$ cat config.mk
export PLATFORM = sky130hd
export DESIGN_NAME = cmpaux_top
export DESIGN_NICKNAME = d
export VERILOG_FILES = /design/src/rtl/cmpaux_pkg.sv /design/src/rtl/cmpaux_sync.sv /design/src/rtl/cmpaux_top.sv
export VERILOG_INCLUDE_DIRS = /design/src /design/src/rtl
export SDC_FILE = /design/constraint.sdc
export NUM_CORES = 1
export LEC_CHECK = 0
export ABC_CLOCK_PERIOD_IN_PS = 1100
export BUFFER_PORTS_ARGS = -buffer_cell sky130_fd_sc_hd__buf_2
export CAP_MARGIN = 15
export CORE_MARGIN = 3
export CORE_UTILIZATION = 46
export CTS_BUF_LIST = sky130_fd_sc_hd__clkbuf_4
export DETAILED_ROUTE_END_ITERATION = 7
export PLACE_DENSITY = 0.73
export SYNTH_ARGS = -nofsm -noshare
export SYNTH_HDL_FRONTEND = slang
export SYNTH_SLANG_ARGS = --single-unit
$ cat constraint.sdc
create_clock -name SYS_CLK_I -period 1.1 [get_ports SYS_CLK_I]
set_input_delay 0 -clock SYS_CLK_I [delete_from_list [all_inputs] [get_ports SYS_CLK_I]]
set_output_delay 0 -clock SYS_CLK_I [all_outputs]
set_load 0.02 [all_outputs]
$ cat src/rtl/cmpaux_regs.svh
// constants for the comparator auxiliary control block: offsets, bit positions, reset values
// assumes inclusion by bare name from the top module of this block
`ifndef CMPAUX_REGS_SVH
`define CMPAUX_REGS_SVH

// ==========================================================
// register offsets on the plain register port
`define CMPAUX_OFS_ONE_CTRL 3'h0
`define CMPAUX_OFS_TWO_CTRL 3'h1
`define CMPAUX_OFS_AUX_CTRL 3'h2
`define CMPAUX_OFS_IRQ_STAT 3'h3
`define CMPAUX_OFS_IRQ_MASK 3'h4

// ==========================================================
// primary control register fields
`define CMPAUX_PRI_ON 7
`define CMPAUX_PRI_OUT 6
`define CMPAUX_PRI_OE 5
`define CMPAUX_PRI_POL 4
`define CMPAUX_PRI_SPEED 3
`define CMPAUX_PRI_REFIN 2
`define CMPAUX_PRI_CH_HI 1
`define CMPAUX_PRI_CH_LO 0

// ==========================================================
// auxiliary control register fields
`define CMPAUX_AUX_A_COPY 7
`define CMPAUX_AUX_B_COPY 6
`define CMPAUX_AUX_A_RSEL 5
`define CMPAUX_AUX_B_RSEL 4
`define CMPAUX_AUX_A_HYS 3
`define CMPAUX_AUX_B_HYS 2
`define CMPAUX_AUX_A_SYNC 1
`define CMPAUX_AUX_B_SYNC 0

// ==========================================================
// interrupt status / mask fields
`define CMPAUX_IRQ_A 0
`define CMPAUX_IRQ_B 1

// ==========================================================
// reset values
`define CMPAUX_RST_PRI 7'h00
`define CMPAUX_RST_AUX 6'h00
`define CMPAUX_RST_IRQ 2'h0
`define CMPAUX_RST_BYTE 8'h00

`endif

$ cat src/rtl/cmpaux_pkg.sv
// types shared by the comparator auxiliary control block
// assumes the constants header sits in the include path
package cmpaux_pkg;
    // ==========================================================
    // writable part of a primary control register
    typedef struct packed {
        logic on;          // comparator enable
        logic oe;          // drive output pin
        logic pol;         // invert output
        logic speed;       // normal power when 1
        logic ref_in_sel;  // cmp_ref_input_sel: 1 reference output, 0 pin
        logic [1:0] ch;    // inverting input channel
    } cmpaux_pri_t;

    // ==========================================================
    // writable part of the auxiliary control register
    typedef struct packed {
        logic a_ref_sel;   // cmp_a_ref_source_sel
        logic b_ref_sel;   // cmp_b_ref_source_sel
        logic a_hys;       // cmp_a_hysteresis_en
        logic b_hys;       // cmp_b_hysteresis_en
        logic a_sync;      // cmp_a_sync_en
        logic b_sync;      // cmp_b_sync_en
    } cmpaux_aux_t;

    // ==========================================================
    // controls toward one analog comparator core
    typedef struct packed {
        logic enable;          // core powered
        logic speed;           // speed / power mode
        logic hyst_en;         // hysteresis on
        logic ref_fixed_sel;   // 1 fixed_reference, 0 variable_reference
        logic noninv_ref_sel;  // 1 cmp_reference_output, 0 positive pin
        logic [1:0] ch;        // inverting input channel
    } cmpaux_analog_t;
endpackage : cmpaux_pkg

$ cat src/rtl/cmpaux_sync.sv
// one comparator output re-timing stage
// assumes tick_i is a one-cycle pulse marking the prescaled timer edge
`timescale 1ns/1ns
module cmpaux_sync
    import cmpaux_pkg::*;
(
    input wire logic clk_i,      // system clock
    input wire logic rst_n_i,    // synchronous reset, active low
    input wire logic ce_i,       // clock enable
    input wire logic tick_i,     // prescaled timer rising edge
    input wire logic sync_en_i,  // re-time when high
    input wire logic d_i,        // comparator output after polarity
    output logic q_o             // output toward pin, interrupt and mirror
);
    logic held_ff; // value caught at the last tick

    // ==========================================================
    // capture only on the timer tick, the same edge the counter uses
    always_ff @(posedge clk_i) begin
        if (!rst_n_i) begin
            held_ff <= 1'b0;
        end else if (ce_i && tick_i) begin
            held_ff <= d_i;
        end
    end

    // async path must stay combinational so unsynced mode adds no latency
    assign q_o = sync_en_i ? held_ff : d_i;
endmodule : cmpaux_sync

$ cat src/rtl/cmpaux_top.sv
// digital control of the comparator auxiliary features: mirrors, references, hysteresis, sync
// assumes raw comparator levels and the timer clock arrive synchronous to SYS_CLK_I
//
// The implementer's own choices: the address map and the strobed register port.
`timescale 1ns/1ns
`include "cmpaux_regs.svh"
module cmpaux_top
    import cmpaux_pkg::*;
(
    input wire logic SYS_CLK_I,               // 125 MHz system clock
    input wire logic RESETN_I,                // synchronous reset, active low
    input wire logic CE_I,                    // freezes all state while low
    input wire logic [2:0] ADDR_I,            // register address
    input wire logic [7:0] WDATA_I,           // write data
    input wire logic WR_I,                    // write strobe
    input wire logic RD_I,                    // read strobe
    output logic [7:0] RDATA_O,               // read data, cycle after strobe
    input wire logic CMP_A_RAW_I,             // raw core A decision
    input wire logic CMP_B_RAW_I,             // raw core B decision
    input wire logic TMR_CLK_I,               // timer source clock level
    input wire logic [1:0] TMR_PRESCALE_I,    // timer prescale 1,2,4,8
    output logic TIMER_ONE_TICK_O,            // counter increment pulse
    output logic CMP_A_OUT_O,                 // cmp_a_output
    output logic CMP_B_OUT_O,                 // cmp_b_output
    output logic CMP_A_PIN_OE_O,              // drive pin A
    output logic CMP_B_PIN_OE_O,              // drive pin B
    output cmpaux_analog_t CMP_A_ANALOG_O,    // controls for core A
    output cmpaux_analog_t CMP_B_ANALOG_O,    // controls for core B
    output logic IRQ_O                        // level interrupt
);
    // ==========================================================
    // functions

    // comparator level after enable and polarity; off core shows polarity
    function automatic logic cmp_level(input logic raw, input cmpaux_pri_t c);
        cmp_level = c.on ? (raw ^ c.pol) : c.pol;
    endfunction : cmp_level

    // full primary register image with live output bit
    function automatic logic [7:0] pri_image(input cmpaux_pri_t c, input logic out);
        pri_image = {c.on, out, c.oe, c.pol, c.speed, c.ref_in_sel, c.ch};
    endfunction : pri_image

    // build analog control bundle from two registers
    function automatic cmpaux_analog_t analog_of(input cmpaux_pri_t c, input logic rsel,
                                                 input logic hys);
        analog_of.enable = c.on;
        analog_of.speed = c.speed;
        analog_of.hyst_en = hys;
        analog_of.ref_fixed_sel = rsel;
        analog_of.noninv_ref_sel = c.ref_in_sel;
        analog_of.ch = c.ch;
    endfunction : analog_of

    // ==========================================================
    // declarations
    cmpaux_pri_t one_ctrl_ff;     // comparator_one_control writable bits
    cmpaux_pri_t two_ctrl_ff;     // comparator_two_control writable bits
    cmpaux_aux_t aux_ctrl_ff;     // comparator_aux_control writable bits
    logic [1:0] irq_stat_ff;      // sticky change flags
    logic [1:0] irq_mask_ff;      // flag enables
    logic [7:0] rdata_ff;         // read data register
    logic tmr_clk_d_ff;           // previous timer clock level
    logic [2:0] presc_cnt_ff;     // prescaler count
    logic a_latch_ff;             // mismatch latch A
    logic b_latch_ff;             // mismatch latch B
    logic a_mis_d_ff;             // previous mismatch A
    logic b_mis_d_ff;             // previous mismatch B
    logic tmr_rise;               // timer clock rising edge
    logic [2:0] presc_mask;       // terminal count for prescale
    logic tick;                   // prescaled timer edge
    logic a_level;                // core A after polarity
    logic b_level;                // core B after polarity
    logic a_out;                  // core A after sync stage
    logic b_out;                  // core B after sync stage
    logic wr_one;                 // write hits control one
    logic wr_two;                 // write hits control two
    logic wr_aux;                 // write hits aux control
    logic wr_mask;                // write hits mask
    logic rd_one;                 // read hits control one
    logic rd_two;                 // read hits control two
    logic rd_stat;                // read hits status
    logic a_mis;                  // mismatch A
    logic b_mis;                  // mismatch B
    logic [1:0] irq_set;          // new change events
    logic [7:0] nxt_rdata;        // next read data

    // ==========================================================
    // address decode
    assign wr_one = WR_I && (ADDR_I == `CMPAUX_OFS_ONE_CTRL);
    assign wr_two = WR_I && (ADDR_I == `CMPAUX_OFS_TWO_CTRL);
    assign wr_aux = WR_I && (ADDR_I == `CMPAUX_OFS_AUX_CTRL);
    assign wr_mask = WR_I && (ADDR_I == `CMPAUX_OFS_IRQ_MASK);
    assign rd_one = RD_I && (ADDR_I == `CMPAUX_OFS_ONE_CTRL);
    assign rd_two = RD_I && (ADDR_I == `CMPAUX_OFS_TWO_CTRL);
    assign rd_stat = RD_I && (ADDR_I == `CMPAUX_OFS_IRQ_STAT);

    // ==========================================================
    // control registers
    always_ff @(posedge SYS_CLK_I) begin
        if (!RESETN_I) begin
            one_ctrl_ff <= `CMPAUX_RST_PRI;
            two_ctrl_ff <= `CMPAUX_RST_PRI;
        end else if (CE_I) begin
            // output bit 6 is live status, never stored
            if (wr_one) begin
                one_ctrl_ff <= {WDATA_I[7], WDATA_I[5:0]};
            end
            if (wr_two) begin
                two_ctrl_ff <= {WDATA_I[7], WDATA_I[5:0]};
            end
        end
    end

    // aux register keeps only its six writable bits
    always_ff @(posedge SYS_CLK_I) begin
        if (!RESETN_I) begin
            aux_ctrl_ff <= `CMPAUX_RST_AUX;
        end else if (CE_I && wr_aux) begin
            aux_ctrl_ff <= WDATA_I[5:0]; // mirror positions dropped
        end
    end

    // ==========================================================
    // timer clock edge and prescaler
    always_ff @(posedge SYS_CLK_I) begin
        if (!RESETN_I) begin
            tmr_clk_d_ff <= 1'b0;
        end else if (CE_I) begin
            tmr_clk_d_ff <= TMR_CLK_I;
        end
    end

    assign tmr_rise = TMR_CLK_I && !tmr_clk_d_ff;

    // mask of low count bits that must be all ones for a tick
    always_comb begin
        case (TMR_PRESCALE_I)
            2'h0: presc_mask = 3'h0; // divide by 1
            2'h1: presc_mask = 3'h1; // divide by 2
            2'h2: presc_mask = 3'h3; // divide by 4
            2'h3: presc_mask = 3'h7; // divide by 8
            default: presc_mask = 3'h0;
        endcase
    end

    // sync latch takes the divided edge, not the raw source edge
    assign tick = tmr_rise && ((presc_cnt_ff & presc_mask) == presc_mask);

    always_ff @(posedge SYS_CLK_I) begin
        if (!RESETN_I) begin
            presc_cnt_ff <= 3'h0;
        end else if (CE_I && tmr_rise) begin
            presc_cnt_ff <= presc_cnt_ff + 3'h1;
        end
    end

    // counter outside increments on this very pulse, so capture and count never race
    assign TIMER_ONE_TICK_O = tick;

    // ==========================================================
    // comparator output path
    assign a_level = cmp_level(CMP_A_RAW_I, one_ctrl_ff);
    assign b_level = cmp_level(CMP_B_RAW_I, two_ctrl_ff);

    cmpaux_sync u_sync_a (
        .clk_i(SYS_CLK_I),
        .rst_n_i(RESETN_I),
        .ce_i(CE_I),
        .tick_i(tick),
        .sync_en_i(aux_ctrl_ff.a_sync),
        .d_i(a_level),
        .q_o(a_out)
    );

    cmpaux_sync u_sync_b (
        .clk_i(SYS_CLK_I),
        .rst_n_i(RESETN_I),
        .ce_i(CE_I),
        .tick_i(tick),
        .sync_en_i(aux_ctrl_ff.b_sync),
        .d_i(b_level),
        .q_o(b_out)
    );

    assign CMP_A_OUT_O = a_out;
    assign CMP_B_OUT_O = b_out;
    assign CMP_A_PIN_OE_O = one_ctrl_ff.on && one_ctrl_ff.oe;
    assign CMP_B_PIN_OE_O = two_ctrl_ff.on && two_ctrl_ff.oe;

    // ==========================================================
    // analog routing controls
    // reference choice and input choice stay separate so either core can use the pin
    assign CMP_A_ANALOG_O = analog_of(one_ctrl_ff, aux_ctrl_ff.a_ref_sel, aux_ctrl_ff.a_hys);
    assign CMP_B_ANALOG_O = analog_of(two_ctrl_ff, aux_ctrl_ff.b_ref_sel, aux_ctrl_ff.b_hys);

    // ==========================================================
    // mismatch latches: any access to a primary register refreshes it
    always_ff @(posedge SYS_CLK_I) begin
        if (!RESETN_I) begin
            a_latch_ff <= 1'b0;
            b_latch_ff <= 1'b0;
        end else if (CE_I) begin
            // aux reads are deliberately absent here
            if (rd_one || wr_one) begin
                a_latch_ff <= a_out;
            end
            if (rd_two || wr_two) begin
                b_latch_ff <= b_out;
            end
        end
    end

    assign a_mis = a_out != a_latch_ff;
    assign b_mis = b_out != b_latch_ff;

    // edge of mismatch, not its level, raises the event
    always_ff @(posedge SYS_CLK_I) begin
        if (!RESETN_I) begin
            a_mis_d_ff <= 1'b0;
            b_mis_d_ff <= 1'b0;
        end else if (CE_I) begin
            a_mis_d_ff <= a_mis;
            b_mis_d_ff <= b_mis;
        end
    end

    assign irq_set = {b_mis && !b_mis_d_ff, a_mis && !a_mis_d_ff};

    // ==========================================================
    // interrupt status and mask; a new event beats the read clear
    always_ff @(posedge SYS_CLK_I) begin
        if (!RESETN_I) begin
            irq_stat_ff <= `CMPAUX_RST_IRQ;
        end else if (CE_I) begin
            irq_stat_ff <= (rd_stat ? 2'h0 : irq_stat_ff) | irq_set;
        end
    end

    always_ff @(posedge SYS_CLK_I) begin
        if (!RESETN_I) begin
            irq_mask_ff <= `CMPAUX_RST_IRQ;
        end else if (CE_I && wr_mask) begin
            irq_mask_ff <= WDATA_I[1:0];
        end
    end

    assign IRQ_O = |(irq_stat_ff & irq_mask_ff);

    // ==========================================================
    // read mux; both mirror bits are sampled in one cycle, from the two sync stage outputs a_out and b_out
    always_comb begin
        nxt_rdata = `CMPAUX_RST_BYTE;
        if (RD_I) begin
            case (ADDR_I)
                `CMPAUX_OFS_ONE_CTRL: nxt_rdata = pri_image(one_ctrl_ff, a_out);
                `CMPAUX_OFS_TWO_CTRL: nxt_rdata = pri_image(two_ctrl_ff, b_out);
                `CMPAUX_OFS_AUX_CTRL: nxt_rdata = {a_out, b_out, aux_ctrl_ff};
                `CMPAUX_OFS_IRQ_STAT: nxt_rdata = {6'h00, irq_stat_ff};
                `CMPAUX_OFS_IRQ_MASK: nxt_rdata = {6'h00, irq_mask_ff};
                default: nxt_rdata = `CMPAUX_RST_BYTE; // unmapped reads zero
            endcase
        end
    end

    // data stands only in the cycle after the read strobe
    always_ff @(posedge SYS_CLK_I) begin
        if (!RESETN_I) begin
            rdata_ff <= `CMPAUX_RST_BYTE;
        end else if (CE_I) begin
            rdata_ff <= nxt_rdata;
        end
    end

    assign RDATA_O = rdata_ff;

    // ==========================================================
    // assertions
    a_mirror_a_bit: assert property (@(posedge SYS_CLK_I) disable iff (!RESETN_I)
        (CE_I && RD_I && ADDR_I == `CMPAUX_OFS_AUX_CTRL) |=> (RDATA_O[7] == $past(a_out)))
        else $error("mirror bit 7 differs from output A");

    a_mirror_pair: assert property (@(posedge SYS_CLK_I) disable iff (!RESETN_I)
        (CE_I && RD_I && ADDR_I == `CMPAUX_OFS_AUX_CTRL) |=> (RDATA_O[7:6] == $past({a_out, b_out})))
        else $error("mirror pair not from one sample");

    a_aux_read_keep: assert property (@(posedge SYS_CLK_I) disable iff (!RESETN_I)
        (RD_I && ADDR_I == `CMPAUX_OFS_AUX_CTRL) |=> ($stable(a_latch_ff) && $stable(b_latch_ff)))
        else $error("aux read changed a mismatch latch");

    a_ref_select: assert property (@(posedge SYS_CLK_I) disable iff (!RESETN_I)
        (CE_I && wr_aux) |=> (CMP_A_ANALOG_O.ref_fixed_sel == $past(WDATA_I[5]) &&
                              CMP_B_ANALOG_O.ref_fixed_sel == $past(WDATA_I[4])))
        else $error("reference select not taken from write");

    a_input_route: assert property (@(posedge SYS_CLK_I) disable iff (!RESETN_I)
        (CE_I && wr_one) |=> (CMP_A_ANALOG_O.noninv_ref_sel == $past(WDATA_I[2])))
        else $error("input select A not taken from write");

    a_input_route_b: assert property (@(posedge SYS_CLK_I) disable iff (!RESETN_I)
        (CE_I && wr_two) |=> (CMP_B_ANALOG_O.noninv_ref_sel == $past(WDATA_I[2])))
        else $error("input select B not taken from write");

    a_hyst_enable: assert property (@(posedge SYS_CLK_I) disable iff (!RESETN_I)
        (CE_I && wr_aux) |=> (CMP_A_ANALOG_O.hyst_en == $past(WDATA_I[3]) &&
                              CMP_B_ANALOG_O.hyst_en == $past(WDATA_I[2])))
        else $error("hysteresis enable not taken from write");

    a_sync_hold: assert property (@(posedge SYS_CLK_I) disable iff (!RESETN_I)
        (aux_ctrl_ff.a_sync && !tick && !wr_aux) |=> $stable(CMP_A_OUT_O))
        else $error("synced output A moved without a tick");

    a_async_pass: assert property (@(posedge SYS_CLK_I) disable iff (!RESETN_I)
        !aux_ctrl_ff.b_sync |-> (CMP_B_OUT_O == b_level))
        else $error("unsynced output B not passed through");

    a_presc_tick: assert property (@(posedge SYS_CLK_I) disable iff (!RESETN_I)
        TIMER_ONE_TICK_O |-> (tmr_rise && (presc_cnt_ff & presc_mask) == presc_mask))
        else $error("tick outside prescaled timer edge");

    a_same_edge: assert property (@(posedge SYS_CLK_I) disable iff (!RESETN_I)
        (CE_I && TIMER_ONE_TICK_O && aux_ctrl_ff.a_sync && !wr_aux) |=> (CMP_A_OUT_O == $past(a_level)))
        else $error("output A not caught on counter tick");

    a_reset_clear: assert property (@(posedge SYS_CLK_I)
        !RESETN_I |=> (one_ctrl_ff == 7'h00 && two_ctrl_ff == 7'h00 && aux_ctrl_ff == 6'h00))
        else $error("control registers not cleared by reset");
endmodule : cmpaux_top

==> results.cfg <==
[worst_setup_path]
worstSetupEndpointType = output port
start_kind = flip-flop
path_buf_inv = 2
critical_path_arrival_ns = 1.40
path_max_fanout = 3
cp_top_family = flip-flops
cp_common_cell = buf_6
slowest_stage = dfxtp_2
path_cells = nand3b_1, a31oi_4, buf_6, buf_6
critPathMaxStageDelay_ns = 0.35
cp.required_ns = 1.10
path_class = reg2out

[synthesis]
yosysTopAreaCell = dfxtp_1
async_flop_share_pct = 0
ys_seq_elements = 42
synth_warnings = 0
yosys-top-cells-area = dfxtp_1, mux2i_1, nor2_1, buf_4, a21oi_1
synth_nets = 251
syn_avg_cell_area_um2 = 9.22
ys_types = 40
synthFlopType = dfxtp_1
yosysSeqAreaShare_pct = 39.8
synthCells = 229
synth.top_cell.area_share_pct = 39.8
synth_edf_count = 0
netlist_area_um2 = 2110

[floorplanning]
core_um2 = 4380
die_area_um2 = 5440
ioPinCount = 49
initial_core_util_pct = 48.1
chipHeight_um = 73.7
fp.dieW_um = 73.7
rows = 24

[placement]
gp_congestion = 0.838
io_buffers = 47
dpl.hpwl_mm = 3.75

[sta]
layout_setup_ws_ns = -0.298
setup_viol = 16
fmax_mhz = 715
finalSetupTns_ns = -2.21
slew_headroom_pct = 75.0
rsz0062_at_grt = true
period_minus_slack_ns = 1.40
report.final.slew_viol_count = 0
clock_skew_ns = 0.00917
fin_crit_sh_pct = 127
worst_pin_slew_ns = 0.375
finalHoldViolCount = 0

[power]
design_power_total_uw = 2780
leakage_uw = 0.00126
power_density_nw_per_um2 = 950
ir_worst_vdd_mv = 0.689

[drt]
vias = 1952
wirelength_mm = 5.71
drtAntennaViolNets = 0
drc = 0
vias_per_cell = 5.42
wl_per_cell_um = 15.9
firstDrtPassIters = 4
drtIter0Drc = 151

[clock_tree]
clock-sinks = 42
cts_made_buffers = 5
cts_tree = done
clockBufferDepth = 2
clk_latency_ns = 0.36
htree_levels = 2
root_buffer = clkbuf_4
path_clk_slew_ns = 0.13

[layout]
antenna_cells = 0
layout.nets = 329
layout_commonest_cell = buf_2
fill_cells = 325
drive_gt1_share_pct = 42.5
final_cell_mix = buf_2, dfxtp_1, mux2i_1, nor2_1, buf_4
area_delta_synth_final_pct = 38.5

[global_route]
grt_pass1_wl_mm = 8.42
antenna_found_initial = 0
grt_max_degree = 26
grtUsageTotal_pct = 20.5
grt_overflow = 0
grt_pass1_vias = 1787

[status]
status = finished, violations left
violations = negative setup slack

[hold_path]
min_path_type = in2reg

[run]
maxCapViolCount = 0
[cells by family (layout without fill, tap and decap cells)]
family / after synthesis / after routing / share of synthesized area (%)
AND/OR/NAND/NOR: 88 / 88 / 21.9
multiplexers: 28 / 28 / 13.3
flip-flops: 42 / 42 / 39.8
adder cells (fa/ha/maj): 1 / 1 / 0.593
buffers and inverters: 27 / 106 / 8.48
XOR/XNOR: 4 / 4 / 1.66
AO/OA/AOI/OAI: 39 / 39 / 14.2
[through the flow]
step           worst slack (ns)  cells  utilization [%]  area [µm²]  hold WS, ns
2_1_floorplan            -0.132    229                -        2130        0.140
3_5_place_dp             -0.104    334             57.2        2510        0.275
6_report                 -0.298    360             66.7        2920       0.0258
3_3_place_gp            -0.0445    334             57.2        2510        0.270
4_1_cts                  -0.261    359             64.2        2820     -0.00980
5_1_grt                  -0.385    360             66.7        2920      0.00252
[per-layer routing]
metal	routed length, µm	global-route usage (%)	vias up	share of wire [%]
li1	-	-	957	-
met4	106	7.24	0	1.9
met5	0	0	-	0
met1	2460	25.7	912	43
met3	336	4.10	9	5.9
met2	2810	34.7	74	49
[flip-flops by register name (all words and copies together), names as in the netlist]
signal / flops
RDATA_O: 8
CMP_A_ANALOG_O: 7
CMP_B_ANALOG_O: 7
presc_cnt_ff: 3
aux_ctrl_ff: 2
irq_mask_ff: 2
irq_stat_ff: 2
one_ctrl_ff: 2
two_ctrl_ff: 2
a_latch_ff: 1
a_mis_d_ff: 1
b_latch_ff: 1
b_mis_d_ff: 1
tmr_clk_d_ff: 1
u_sync_a.held_ff: 1
u_sync_b.held_ff: 1
[report_power, final]
group | total (µW) | internal, µW | switching, µW
clock network | 754 | 238 | 516
logic | 453 | 221 | 232
registers | 1570 | 1550 | 23.3
total | 2780 | 2010 | 772
[synth_stat cells (all sizes together), types with 3 or more instances]
| master | instances |
|---|---|
| inv | 4 |
| xnor2 | 3 |
| nand3 | 13 |
| dfxtp | 42 |
| nand4b | 3 |
| clkbuf | 6 |
| a221o | 3 |
| nor3 | 3 |
| o2bb2ai | 4 |
| nand2b | 7 |
| and2 | 3 |
| nor2b | 6 |
| nand2 | 15 |
| mux2i | 28 |
| nand3b | 3 |
| a21oi | 13 |
| buf | 17 |
| nor2 | 28 |
| a31oi | 4 |
| o21ai | 3 |
[cell type report]
type | count | area (µm²) | area share (%)
Timing Repair Buffer | 94 | 711 | 24.3
Clock buffer | 5 | 37.5 | 1.28
Inverter | 4 | 15.0 | 0.513
Clock inverter | 3 | 16.3 | 0.556
Tap cell | 52 | 65.1 | 2.23
Sequential cell | 42 | 858 | 29.4
Multi-Input combinational cell | 160 | 1220 | 41.8
[final timing paths]
check             slack [ns]               end  cells after the start           start
setup reg to reg       -0.27        a_mis_d_ff                      5  one_ctrl_ff[4]
hold reg to reg         0.47    irq_stat_ff[1]                      1      b_mis_d_ff
setup / recovery       -0.30       CMP_A_OUT_O                      4  one_ctrl_ff[4]
hold / removal          0.03  u_sync_b.held_ff                      3     CMP_B_RAW_I
[what timing repair did]
| action | 4_1_cts | 5_1_grt |
|---|---|---|
| setup endpoints to repair | 14 | 17 |
| hold buffers | 9 | 0 |
| gates resized for setup | 33 | 24 |
| setup buffers | 9 | 2 |
| endpoints found under the hold margin | 27 | 0 |
| pin swaps | 8 | 9 |
[worst reg2reg max path: cells and delay by family (launching register included)]
family | cells | cell delay, ns
compound gates | 2 | 0.42
xor+xnor | 1 | 0.09
buf+inv | 1 | 0.18
flops | 1 | 0.35
simple gates | 1 | 0.26
Note: power is estimated with default switching activity, not from simulation.
